## src/logic/abs_defs.svh

```systemverilog
`ifndef ABS_DEFS_SVH
`define ABS_DEFS_SVH
// register byte offsets
`define ABS_OFS_CTRL 12'h000
`define ABS_OFS_STATUS 12'h004
`define ABS_OFS_TARGET 12'h008
`define ABS_OFS_SPREAD 12'h00C
`define ABS_OFS_HEAD 12'h010
// ctrl fields
`define ABS_CTRL_ACTIVE 0
`define ABS_CTRL_OPEN_DET 1
`define ABS_CTRL_CFG_LSB 4
// spread fields
`define ABS_SPR_DEV_LSB 0
`define ABS_SPR_RATE_LSB 4
`define ABS_SPR_DEV_RST 2'b10
`define ABS_SPR_RATE_RST 2'b00
// status bits
`define ABS_ST_OVPL 0
`define ABS_ST_OVPH 1
`define ABS_ST_OCP 2
`define ABS_ST_EXT 3
`define ABS_ST_SS 4
`define ABS_ST_RECOV 5
// target code span and initial point (88 percent)
`define ABS_TGT_MAX 10'h3FF
`define ABS_TGT_INIT 10'h384
// thresholds as offsets from present target, in target codes
`define ABS_OVPL_OFS 10'h02C
`define ABS_OVPH_OFS 10'h072
`define ABS_UVP_OFS 10'h043
// headroom threshold and hysteresis, in sample codes
`define ABS_HEAD_RST 8'h20
`define ABS_HYS 8'h08
// timing
`define ABS_CLK_HZ 25000000
`define ABS_UVP_MS 110
`define ABS_UVP_CYC ((`ABS_CLK_HZ / 1000) * `ABS_UVP_MS)
`define ABS_SAMPLE_CYC 16'h0100
// sync detection: a sync edge within this window means clock present
`define ABS_SYNC_MISS_CYC 16'h0200
`endif

```

## src/logic/abs_pkg.sv

```systemverilog
package abs_pkg;
  typedef enum logic [1:0] {
    ABS_ST_INIT = 2'b00,
    ABS_ST_ADAPT = 2'b01,
    ABS_ST_RECOVER = 2'b10
  } abs_state_t;
  typedef struct packed {
    logic ovpl;
    logic ovph;
    logic ocp;
  } abs_faults_t;
  typedef struct packed {
    logic [1:0] dev;
    logic [1:0] rate;
  } abs_spread_t;
endpackage

```

## src/logic/abs_uvp_timer.sv

```systemverilog
`timescale 1ns/10ps
`default_nettype none
`include "abs_defs.svh"
module abs_uvp_timer #(
  parameter int unsigned UVP_CYC = `ABS_UVP_CYC
) (
  input wire logic clk_sys_in,
  input wire logic reset_in,
  input wire logic under_in,
  output logic expire_out
);
  logic [22:0] cnt_r;
  // runs while under; drops the instant the output recovers
  always_ff @(posedge clk_sys_in) begin
    if (reset_in || !under_in) begin
      cnt_r <= 23'h00_0000;
    end else if (cnt_r != 23'(UVP_CYC)) begin
      cnt_r <= cnt_r + 23'h00_0001;
    end
  end
  assign expire_out = under_in && (cnt_r == 23'(UVP_CYC));
endmodule
`default_nettype wire

```

## src/logic/abs_sync_detect.sv

```systemverilog
`timescale 1ns/10ps
`default_nettype none
`include "abs_defs.svh"
module abs_sync_detect (
  input wire logic clk_sys_in,
  input wire logic reset_in,
  input wire logic sync_in,
  output logic ext_clk_out,
  output logic level_out
);
  logic prev_r;
  logic [15:0] miss_r;
  // a toggling pin means external clock; a quiet pin gives the static level
  always_ff @(posedge clk_sys_in) begin
    if (reset_in) begin
      prev_r <= 1'b0;
      miss_r <= `ABS_SYNC_MISS_CYC;
      ext_clk_out <= 1'b0;
      level_out <= 1'b0;
    end else begin
      prev_r <= sync_in;
      if (sync_in != prev_r) begin
        miss_r <= 16'h0000;
        ext_clk_out <= 1'b1;
      end else if (miss_r != `ABS_SYNC_MISS_CYC) begin
        miss_r <= miss_r + 16'h0001;
      end else begin
        ext_clk_out <= 1'b0;
        level_out <= prev_r;
      end
    end
  end
endmodule
`default_nettype wire

```

## src/logic/abs_top.sv

```systemverilog
// Design decisions made here: the AXI4-Lite slave port and the address map.
`timescale 1ns/10ps
`default_nettype none
`include "abs_defs.svh"
// What this block does
// only sinks enabled by string config take part in the voltage loop.
// strings with open or short faults are dropped from the loop.
// sample sinks periodically; raise target if any is below headroom.
// step target down until any sink reaches headroom, with hysteresis.
// before sinks are active, hold target at 88 percent of span.
// once sinks are active, switch to automatic adjustment.
// open detection or all strings unused lets target climb to maximum.
// fault thresholds are offsets tracking the present target.
// at overvoltage-low, stop switching, set flag, resume when it falls.
// at overvoltage-high, enter fault recovery and set flag.
// at undervoltage run 110 ms timer; on expiry recover, set overcurrent.
// recovering above undervoltage before expiry clears timer, no fault.
// without external clock, sync high enables spread, low disables it.
// external 100-2222 kHz clock on sync drives boost, spread disabled.
// if sync clock stops, use resistor clock, spread from final level.
// deviation 00=3.3,01=4.3,10=5.3 (reset),11=7.2 percent.
// modulation 00=200 Hz (reset),01=500,10=800,11=1200 Hz.
// detect external sync clock, else fall back to internal clock.
module abs_top
  import abs_pkg::*;
#(
  parameter int unsigned UVP_CYC = `ABS_UVP_CYC
) (
  input wire logic clk_sys_in,
  input wire logic reset_in,
  // AXI4-Lite slave
  input wire logic [11:0] s_axi_awaddr,
  input wire logic s_axi_awvalid,
  output logic s_axi_awready,
  input wire logic [31:0] s_axi_wdata,
  input wire logic [3:0] s_axi_wstrb,
  input wire logic s_axi_wvalid,
  output logic s_axi_wready,
  output logic [1:0] s_axi_bresp,
  output logic s_axi_bvalid,
  input wire logic s_axi_bready,
  input wire logic [11:0] s_axi_araddr,
  input wire logic s_axi_arvalid,
  output logic s_axi_arready,
  output logic [31:0] s_axi_rdata,
  output logic [1:0] s_axi_rresp,
  output logic s_axi_rvalid,
  input wire logic s_axi_rready,
  // analog side
  input wire logic [47:0] sink_output_pin_in,
  input wire logic [5:0] string_fault_in,
  input wire logic [9:0] boost_level_in,
  input wire logic boost_sync_input_in,
  output logic [9:0] boost_target_out,
  output logic switch_enable_out,
  output logic fault_recovery_out,
  output logic ext_sync_select_out,
  output logic spread_enable_out,
  output logic [1:0] spread_deviation_out,
  output logic [1:0] spread_modulation_rate_out
);
  // string_config_setting: bit per sink, written by software
  logic [5:0] string_config_setting_r;
  logic sinks_active_r;
  logic open_detect_r;
  logic [7:0] headroom_r;
  abs_spread_t spread_r;
  abs_faults_t flags_r;
  abs_state_t state_r;
  logic [9:0] target_r;
  logic [15:0] samp_r;
  logic ext_clk;
  logic sync_level;
  logic uvp_expire;
  logic [5:0] monitored;
  logic any_low;
  logic any_at;
  logic over_low;
  logic over_high;
  logic under;
  logic aw_hold_r;
  logic w_hold_r;
  logic [11:0] awaddr_r;
  logic [31:0] wdata_r;
  logic [3:0] wstrb_r;
  logic do_write;
  logic [31:0] rd_val;

  function automatic logic [7:0] sink_v(input logic [47:0] v, input int unsigned i);
    sink_v = v[i*8 +: 8];
  endfunction

  // which sinks steer the loop
  assign monitored = string_config_setting_r & ~string_fault_in;

  always_comb begin
    any_low = 1'b0;
    any_at = 1'b0;
    for (int unsigned i = 0; i < 6; i++) begin
      if (monitored[i] && (sink_v(sink_output_pin_in, i) < headroom_r)) begin
        any_low = 1'b1;
      end
      // one bit wider so a high headroom setting cannot wrap the band
      if (monitored[i]
          && ({1'b0, sink_v(sink_output_pin_in, i)} < {1'b0, headroom_r} + {1'b0, `ABS_HYS})) begin
        any_at = 1'b1;
      end
    end
  end

  // thresholds ride on the target, so a retarget moves them too
  assign over_low = {1'b0, boost_level_in} >= {1'b0, target_r} + {1'b0, `ABS_OVPL_OFS};
  assign over_high = {1'b0, boost_level_in} >= {1'b0, target_r} + {1'b0, `ABS_OVPH_OFS};
  assign under = {1'b0, boost_level_in} + {1'b0, `ABS_UVP_OFS} <= {1'b0, target_r};

  abs_uvp_timer #(
    .UVP_CYC(UVP_CYC)
  ) u_uvp (
    .clk_sys_in(clk_sys_in),
    .reset_in(reset_in),
    .under_in(under && state_r == ABS_ST_ADAPT),
    .expire_out(uvp_expire)
  );

  abs_sync_detect u_sync (
    .clk_sys_in(clk_sys_in),
    .reset_in(reset_in),
    .sync_in(boost_sync_input_in),
    .ext_clk_out(ext_clk),
    .level_out(sync_level)
  );

  // sample tick
  always_ff @(posedge clk_sys_in) begin
    if (reset_in || samp_r == `ABS_SAMPLE_CYC) begin
      samp_r <= 16'h0000;
    end else begin
      samp_r <= samp_r + 16'h0001;
    end
  end

  // loop state; recovery is left only by reset or sinks going inactive
  always_ff @(posedge clk_sys_in) begin
    if (reset_in) begin
      state_r <= ABS_ST_INIT;
    end else begin
      unique case (state_r)
        ABS_ST_INIT: begin
          if (sinks_active_r) begin
            state_r <= ABS_ST_ADAPT;
          end
        end
        ABS_ST_ADAPT: begin
          if (over_high || uvp_expire) begin
            state_r <= ABS_ST_RECOVER;
          end else if (!sinks_active_r) begin
            state_r <= ABS_ST_INIT;
          end
        end
        ABS_ST_RECOVER: begin
          if (!sinks_active_r) begin
            state_r <= ABS_ST_INIT;
          end
        end
        default: state_r <= ABS_ST_INIT;
      endcase
    end
  end

  // boost target stepping, one code per sample
  always_ff @(posedge clk_sys_in) begin
    if (reset_in) begin
      target_r <= `ABS_TGT_INIT;
    end else if (state_r != ABS_ST_ADAPT) begin
      target_r <= `ABS_TGT_INIT;
    end else if (samp_r == `ABS_SAMPLE_CYC) begin
      if (open_detect_r || monitored == 6'h00) begin
        if (target_r != `ABS_TGT_MAX) begin
          target_r <= target_r + 10'h001;
        end
      end else if (any_low) begin
        if (target_r != `ABS_TGT_MAX) begin
          target_r <= target_r + 10'h001;
        end
      end else if (!any_at && target_r != 10'h000) begin
        target_r <= target_r - 10'h001;
      end
    end
  end

  // sticky flags: hardware set wins over software clear
  always_ff @(posedge clk_sys_in) begin
    if (reset_in) begin
      flags_r <= '0;
    end else begin
      if (do_write && awaddr_r == `ABS_OFS_STATUS && wstrb_r[0]) begin
        flags_r.ovpl <= flags_r.ovpl & ~wdata_r[`ABS_ST_OVPL];
        flags_r.ovph <= flags_r.ovph & ~wdata_r[`ABS_ST_OVPH];
        flags_r.ocp <= flags_r.ocp & ~wdata_r[`ABS_ST_OCP];
      end
      if (state_r == ABS_ST_ADAPT && over_low) begin
        flags_r.ovpl <= 1'b1;
      end
      if (state_r == ABS_ST_ADAPT && over_high) begin
        flags_r.ovph <= 1'b1;
      end
      if (state_r == ABS_ST_ADAPT && uvp_expire) begin
        flags_r.ocp <= 1'b1;
      end
    end
  end

  assign boost_target_out = target_r;
  // switching stops above overvoltage-low and resumes once it falls
  assign switch_enable_out = (state_r != ABS_ST_RECOVER) && !over_low;
  assign fault_recovery_out = (state_r == ABS_ST_RECOVER);
  assign ext_sync_select_out = ext_clk;
  // an external clock forbids spread; otherwise the static level decides
  assign spread_enable_out = !ext_clk && sync_level;
  assign spread_deviation_out = spread_r.dev;
  assign spread_modulation_rate_out = spread_r.rate;

  // axi write: address and data taken in either order
  assign s_axi_awready = !aw_hold_r && !s_axi_bvalid;
  assign s_axi_wready = !w_hold_r && !s_axi_bvalid;
  assign do_write = aw_hold_r && w_hold_r && !s_axi_bvalid;
  always_ff @(posedge clk_sys_in) begin
    if (reset_in) begin
      aw_hold_r <= 1'b0;
      w_hold_r <= 1'b0;
      awaddr_r <= 12'h000;
      wdata_r <= 32'h0000_0000;
      wstrb_r <= 4'h0;
      s_axi_bvalid <= 1'b0;
      s_axi_bresp <= 2'b00;
    end else begin
      if (s_axi_awvalid && s_axi_awready) begin
        aw_hold_r <= 1'b1;
        awaddr_r <= {s_axi_awaddr[11:2], 2'b00};
      end
      if (s_axi_wvalid && s_axi_wready) begin
        w_hold_r <= 1'b1;
        wdata_r <= s_axi_wdata;
        wstrb_r <= s_axi_wstrb;
      end
      if (do_write) begin
        aw_hold_r <= 1'b0;
        w_hold_r <= 1'b0;
        s_axi_bvalid <= 1'b1;
        s_axi_bresp <= (awaddr_r <= `ABS_OFS_HEAD) ? 2'b00 : 2'b10;
      end else if (s_axi_bvalid && s_axi_bready) begin
        s_axi_bvalid <= 1'b0;
      end
    end
  end

  // control registers
  always_ff @(posedge clk_sys_in) begin
    if (reset_in) begin
      sinks_active_r <= 1'b0;
      open_detect_r <= 1'b0;
      string_config_setting_r <= 6'h3F;
      spread_r <= {`ABS_SPR_DEV_RST, `ABS_SPR_RATE_RST};
      headroom_r <= `ABS_HEAD_RST;
    end else if (do_write && wstrb_r[0]) begin
      if (awaddr_r == `ABS_OFS_CTRL) begin
        sinks_active_r <= wdata_r[`ABS_CTRL_ACTIVE];
        open_detect_r <= wdata_r[`ABS_CTRL_OPEN_DET];
        if (wstrb_r[1]) begin
          string_config_setting_r <= wdata_r[`ABS_CTRL_CFG_LSB +: 6];
        end
      end else if (awaddr_r == `ABS_OFS_SPREAD) begin
        spread_r.dev <= wdata_r[`ABS_SPR_DEV_LSB +: 2];
        spread_r.rate <= wdata_r[`ABS_SPR_RATE_LSB +: 2];
      end else if (awaddr_r == `ABS_OFS_HEAD) begin
        headroom_r <= wdata_r[7:0];
      end
    end
  end

  // read mux
  always_comb begin
    rd_val = 32'h0000_0000;
    unique case ({s_axi_araddr[11:2], 2'b00})
      `ABS_OFS_CTRL: begin
        rd_val[`ABS_CTRL_ACTIVE] = sinks_active_r;
        rd_val[`ABS_CTRL_OPEN_DET] = open_detect_r;
        rd_val[`ABS_CTRL_CFG_LSB +: 6] = string_config_setting_r;
      end
      `ABS_OFS_STATUS: begin
        rd_val[`ABS_ST_OVPL] = flags_r.ovpl;
        rd_val[`ABS_ST_OVPH] = flags_r.ovph;
        rd_val[`ABS_ST_OCP] = flags_r.ocp;
        rd_val[`ABS_ST_EXT] = ext_clk;
        rd_val[`ABS_ST_SS] = spread_enable_out;
        rd_val[`ABS_ST_RECOV] = fault_recovery_out;
      end
      `ABS_OFS_TARGET: rd_val[9:0] = target_r;
      `ABS_OFS_SPREAD: begin
        rd_val[`ABS_SPR_DEV_LSB +: 2] = spread_r.dev;
        rd_val[`ABS_SPR_RATE_LSB +: 2] = spread_r.rate;
      end
      `ABS_OFS_HEAD: rd_val[7:0] = headroom_r;
      default: rd_val = 32'h0000_0000;
    endcase
  end

  // axi read, one cycle
  assign s_axi_arready = !s_axi_rvalid;
  always_ff @(posedge clk_sys_in) begin
    if (reset_in) begin
      s_axi_rvalid <= 1'b0;
      s_axi_rdata <= 32'h0000_0000;
      s_axi_rresp <= 2'b00;
    end else if (s_axi_arvalid && s_axi_arready) begin
      s_axi_rvalid <= 1'b1;
      s_axi_rdata <= rd_val;
      s_axi_rresp <= ({s_axi_araddr[11:2], 2'b00} <= `ABS_OFS_HEAD) ? 2'b00 : 2'b10;
    end else if (s_axi_rready) begin
      s_axi_rvalid <= 1'b0;
    end
  end

  // checks
  ovph_recover_a: assert property (@(posedge clk_sys_in) disable iff (reset_in)
    (state_r == ABS_ST_ADAPT && over_high) |=> fault_recovery_out && flags_r.ovph)
    else $error("overvoltage-high did not enter recovery");
  ovpl_stop_a: assert property (@(posedge clk_sys_in) disable iff (reset_in)
    (state_r == ABS_ST_ADAPT && over_low) |-> !switch_enable_out ##1 flags_r.ovpl)
    else $error("switching while above overvoltage-low");
  init_target_a: assert property (@(posedge clk_sys_in) disable iff (reset_in)
    (state_r == ABS_ST_INIT) |=> target_r == `ABS_TGT_INIT)
    else $error("initial target not held");
  ext_spread_a: assert property (@(posedge clk_sys_in) disable iff (reset_in)
    ext_clk |-> !spread_enable_out)
    else $error("spread on with external clock");
  ocp_flag_a: assert property (@(posedge clk_sys_in) disable iff (reset_in)
    (uvp_expire && state_r == ABS_ST_ADAPT) |=> flags_r.ocp)
    else $error("overcurrent flag missed");
  raise_step_a: assert property (@(posedge clk_sys_in) disable iff (reset_in)
    (state_r == ABS_ST_ADAPT && samp_r == `ABS_SAMPLE_CYC && any_low
     && target_r != `ABS_TGT_MAX && sinks_active_r && !over_high && !uvp_expire)
    |=> target_r == $past(target_r) + 10'h001)
    else $error("target not raised");
  spread_rst_a: assert property (@(posedge clk_sys_in)
    $past(reset_in) |-> spread_r == {`ABS_SPR_DEV_RST, `ABS_SPR_RATE_RST})
    else $error("spread reset values wrong");
  static_lvl_a: assert property (@(posedge clk_sys_in) disable iff (reset_in)
    !ext_clk |-> spread_enable_out == sync_level)
    else $error("spread not following sync level");
  sync_edge_a: assert property (@(posedge clk_sys_in) disable iff (reset_in)
    ($changed(boost_sync_input_in) && !$past(reset_in)) |=> ext_clk)
    else $error("sync toggle not seen as external clock");
endmodule
`default_nettype wire

```

## config.mk

```make
export PLATFORM = sky130hd
export DESIGN_NAME = abs_top
export DESIGN_NICKNAME = d
export VERILOG_FILES = /design/src/logic/abs_pkg.sv /design/src/logic/abs_uvp_timer.sv /design/src/logic/abs_sync_detect.sv /design/src/logic/abs_top.sv
export VERILOG_INCLUDE_DIRS = /design/src /design/src/logic
export SDC_FILE = /design/constraint.sdc
export NUM_CORES = 1
export LEC_CHECK = 0
export BUFFER_PORTS_ARGS = -buffer_cell sky130_fd_sc_hd__buf_2
export CAP_MARGIN = 20
export CORE_UTILIZATION = 58
export CTS_CLUSTER_SIZE = 28
export DETAILED_ROUTE_END_ITERATION = 6
export GPL_TIMING_DRIVEN = 0
export MAX_ROUTING_LAYER = met4
export PLACE_DENSITY = 0.91
export SLEW_MARGIN = 10
export SYNTH_ARGS = -nofsm -noshare
export SYNTH_HDL_FRONTEND = slang
export SYNTH_SLANG_ARGS = --single-unit
```

## constraint.sdc

```tcl
create_clock -name clk_sys_in -period 8.3 [get_ports clk_sys_in]
set_clock_uncertainty 0.15 [all_clocks]
set_input_delay 0.415 -clock clk_sys_in [delete_from_list [all_inputs] [get_ports clk_sys_in]]
set_output_delay 0.415 -clock clk_sys_in [all_outputs]
set_load 0.1 [all_outputs]
```

==> results.toml <==
[drt]
post-route-drc-count = 0
ant_nets = 0
first_pass_iters = 5
drt-initial-drc-count = 755
routed_via_density = 5.990
totalWireLength_microns = 24560
wl_per_cell_microns = 16.72
vias = 8800

[setup_path]
r2r_slack_ns = 4.12
timing.rr.end = "boost_target_out[0]"
start_kind = "flip-flop"
worstSetupEndpoint = "switch_enable_out"
rr_worst_depth = 13
end_kind = "primary output"
critPathKind = "flip-flop to primary output"
critPathArrivalTime_ns = 3.68
r2r-start = "headroom_r[3]"
required_ns = 7.74
crit_fanout = 8
crit_start = "boost_target_out[3]"

[grt]
grt_use_total_pct = 31.96
grt_overflow = 0
grt-busiest-layer = "met2"
antenna_found_initial = 0
grt_pass1_vias = 8379
gr-usage-met1_pct = 36.63
grt_max_degree = 17
met3_usage_pct = 5.862
grt_pass1_wl_microns = 39390
grtUsageMet2_pct = 53.75

[pwr]
ir_drop_uv = 137.3
cellPowerDensity_nw_per_um2 = 166.4
p_leak_nw = 4.641
switchingPower_mw = 0.5099
pwr-share-seq_pct = 37.6
clock_power_share_pct = 46.1
pwr-share-comb_pct = 16.3
p_int_mw = 1.246
p_sw_share_pct = 29.04

[sta]
grt_setup_unrepaired = "no"
max_freq_mhz = 235.8
hold_viol_final = 0
worstMarginPinSlew_ns = 0.8593
maxSlewViolCount = 0
slew_headroom_pct = 41.24
fin_tns_setup_ns = 0
setup_viol = 0
post-route-period-util_pct = 51.09
fin_crit_ns = 4.240
layout_setup_ws_ns = 4.060

[finish]
diodes = 0
nNetsFinal = 1521
regArea_sq_um = 2623
drive_gt1_share_pct = 16.73
syn2layout_area_growth_pct = 18.44
multiInputGateArea_sq_um = 5906
n_fill_cell = 1099

[cts]
cts_htree_levels = 4
clk_path_buf_depth = 2
cts_buffers = 17
cts_hold_buf = 0
clock_sinks = 131
cts-root-buf = "clkbuf_16"
cts_tree = "done"
post_cts_buffers = 0
worstSkewPairLatency_ns = 0.43
ctsResizeCount = 0
clk_pin_slew_worst_paths_ns = 0.06

[placed_design]
dp_slack_ns = 4.230
place.gp.congestion = 0.9456
port_buffers = 137
dp_hpwl_microns = 18180

[die]
die_h_microns = 125.9
rows = 44
initial_utilization_pct = 60.38
pin_count = 191
coreArea_sq_um = 14750
die-area_sq_um = 15860
dieWidth_microns = 125.9

[yosys]
avgSynthCellArea_sq_um = 8.151
yosys_warnings = 0
synthCells = 1093
synth_fa_ha_area_share_pct = 16.43
synth_top_family_by_area = "simple AND/OR/NAND/NOR gates"
synth_compound_area_share_pct = 14.85
yosys-top-cells-count = "131 x dfxtp_1, 130 x nand2_1, 125 x nor2_1"
yosysTopAreaCell = "dfxtp_1"
synthSimpleGateAreaFrac_pct = 23.53
synth_top_area_share_pct = 29.44
async_flop_share_pct = 0
synthesis.area_sq_um = 8909
synth_area_leaders = "dfxtp_1 29%, ha_1 16%, nand2_1 5.5%"
ys_ff_latch = 131
synth_mux_area_share_pct = 3.792
synth_xor_area_share_pct = 6.685
synth-main-ff-cell = "dfxtp_1"
synth_edf_count = 0
seq_area_frac_synth_pct = 29.44
synth_most_common_cell = "dfxtp_1"
yosysUniqueCellTypes = 67

[hold_path]
hold_class = "input pin to flip-flop"

[run]
cap_violations = 0

[status]
outcome = "finished clean"
==> stage by stage <==
stage	total power, mW	cell area (sq um)	util, %	hold WS (ns)	instances
floorplan	0.8779	8995	-	0.2800	1116
global placement	0.9436	9911	67.17	0.2886	1437
detailed placement	0.9525	9911	67.17	0.2920	1437
CTS	1.756	10550	71.51	0.02367	1469
global route	1.810	10550	71.51	0.02678	1469
finish	1.756	10550	71.51	0.03214	1469
==> metal layers <==
| metal | up-vias | part of all wire, % |
|---|---|---|
| li1 | 4196 | - |
| met1 | 4083 | 41 |
| met2 | 445 | 48 |
| met3 | 76 | 8.0 |
| met4 | 0 | 3.5 |
| met5 | - | 0 |
==> registers in the layout, indices dropped and copies added, names as in the netlist, 2 cells and up <==
signal                      count
string_config_setting_r         6
wdata_r                        10
u_uvp.cnt_r                    23
s_axi_rdata                    10
headroom_r                      8
wstrb_r                         2
awaddr_r                       10
spread_modulation_rate_out      2
u_sync.miss_r                  16
spread_deviation_out            2
boost_target_out               10
flags_r                         3
samp_r                         16
state_r                         2
==> logic make-up after synthesis <==
logic type | count (synthesis)
AND/OR/NAND/NOR | 431
AO/OA/AOI/OAI | 215
flip-flops | 131
adder cells (fa/ha/maj) | 117
buffers and inverters | 98
XOR/XNOR | 68
multiplexers | 32
other | 1
==> worst max-delay path: stages (launching register included) <==
cell and delay (ns):
dfxtp_1 0.36, clkbuf_1 0.43, inv_1 0.19, ha_1 0.31
o21a_1 0.25, nor2_1 0.14, xnor2_1 0.14, ha_1 0.24
or2_2 0.27, a21oi_1 0.15, a211oi_1 0.09, nor2_1 0.21
buf_2 0.47
==> worst min-delay path by stage <==
stage	slack [ns]	endpoint	depth (start not counted)	startpoint
2_1_floorplan	0.28	samp_r[0]	1	samp_r[0]
3_3_place_gp	0.29	awaddr_r[9]	2	awaddr_r[9]
3_5_place_dp	0.29	awaddr_r[9]	2	awaddr_r[9]
4_1_cts	0.02	s_axi_rvalid	2	s_axi_rready
5_1_grt	0.03	s_axi_rvalid	2	s_axi_rready
6_report	0.03	s_axi_rvalid	2	s_axi_rready
==> placed cells by master, fill, tap and decap left out, types with 4 or more instances in the layout <==
master / n
xor2_1: 37
a21oi_1: 88
nor2b_1: 16
bufinv_16: 4
nand2b_1: 11
dfxtp_1: 131
nand4_1: 18
a21o_1: 9
o21ai_0: 44
and2_1: 6
nor4_1: 7
xnor2_1: 31
ha_1: 117
a2111oi_0: 5
a211oi_1: 8
a31oi_1: 11
clkbuf_1: 28
a221oi_1: 4
buf_2: 138
conb_1: 24
inv_1: 41
nor2_1: 125
mux2_2: 4
nand2_1: 130
and3_1: 17
o21a_1: 13
a222oi_1: 4
or4_1: 9
mux2i_1: 27
buf_4: 24
or3_1: 10
clkbuf_16: 17
nor3_1: 16
o211ai_1: 5
or2_2: 5
nand3_1: 39
==> cell type report <==
cell class	instances	area share (%)
multi-input combinational	887	55.97
tap	184	2.182
clock buffer	18	4.162
timing repair buffer	137	6.498
buffer	56	2.929
clock inverter	14	1.909
inverter	42	1.494
sequential	131	24.85
==> power by group through the flow <==
stage / Clock, mW / Sequential (mW) / Combinational, mW
final: 0.810 / 0.660 / 0.287
after global routing: 0.842 / 0.661 / 0.307
after CTS: 0.813 / 0.659 / 0.283
after detailed placement: 0 / 0.672 / 0.280
after global placement: 0 / 0.672 / 0.272
after floorplan: 0 / 0.700 / 0.178
Power figures use the tool's default switching activity.
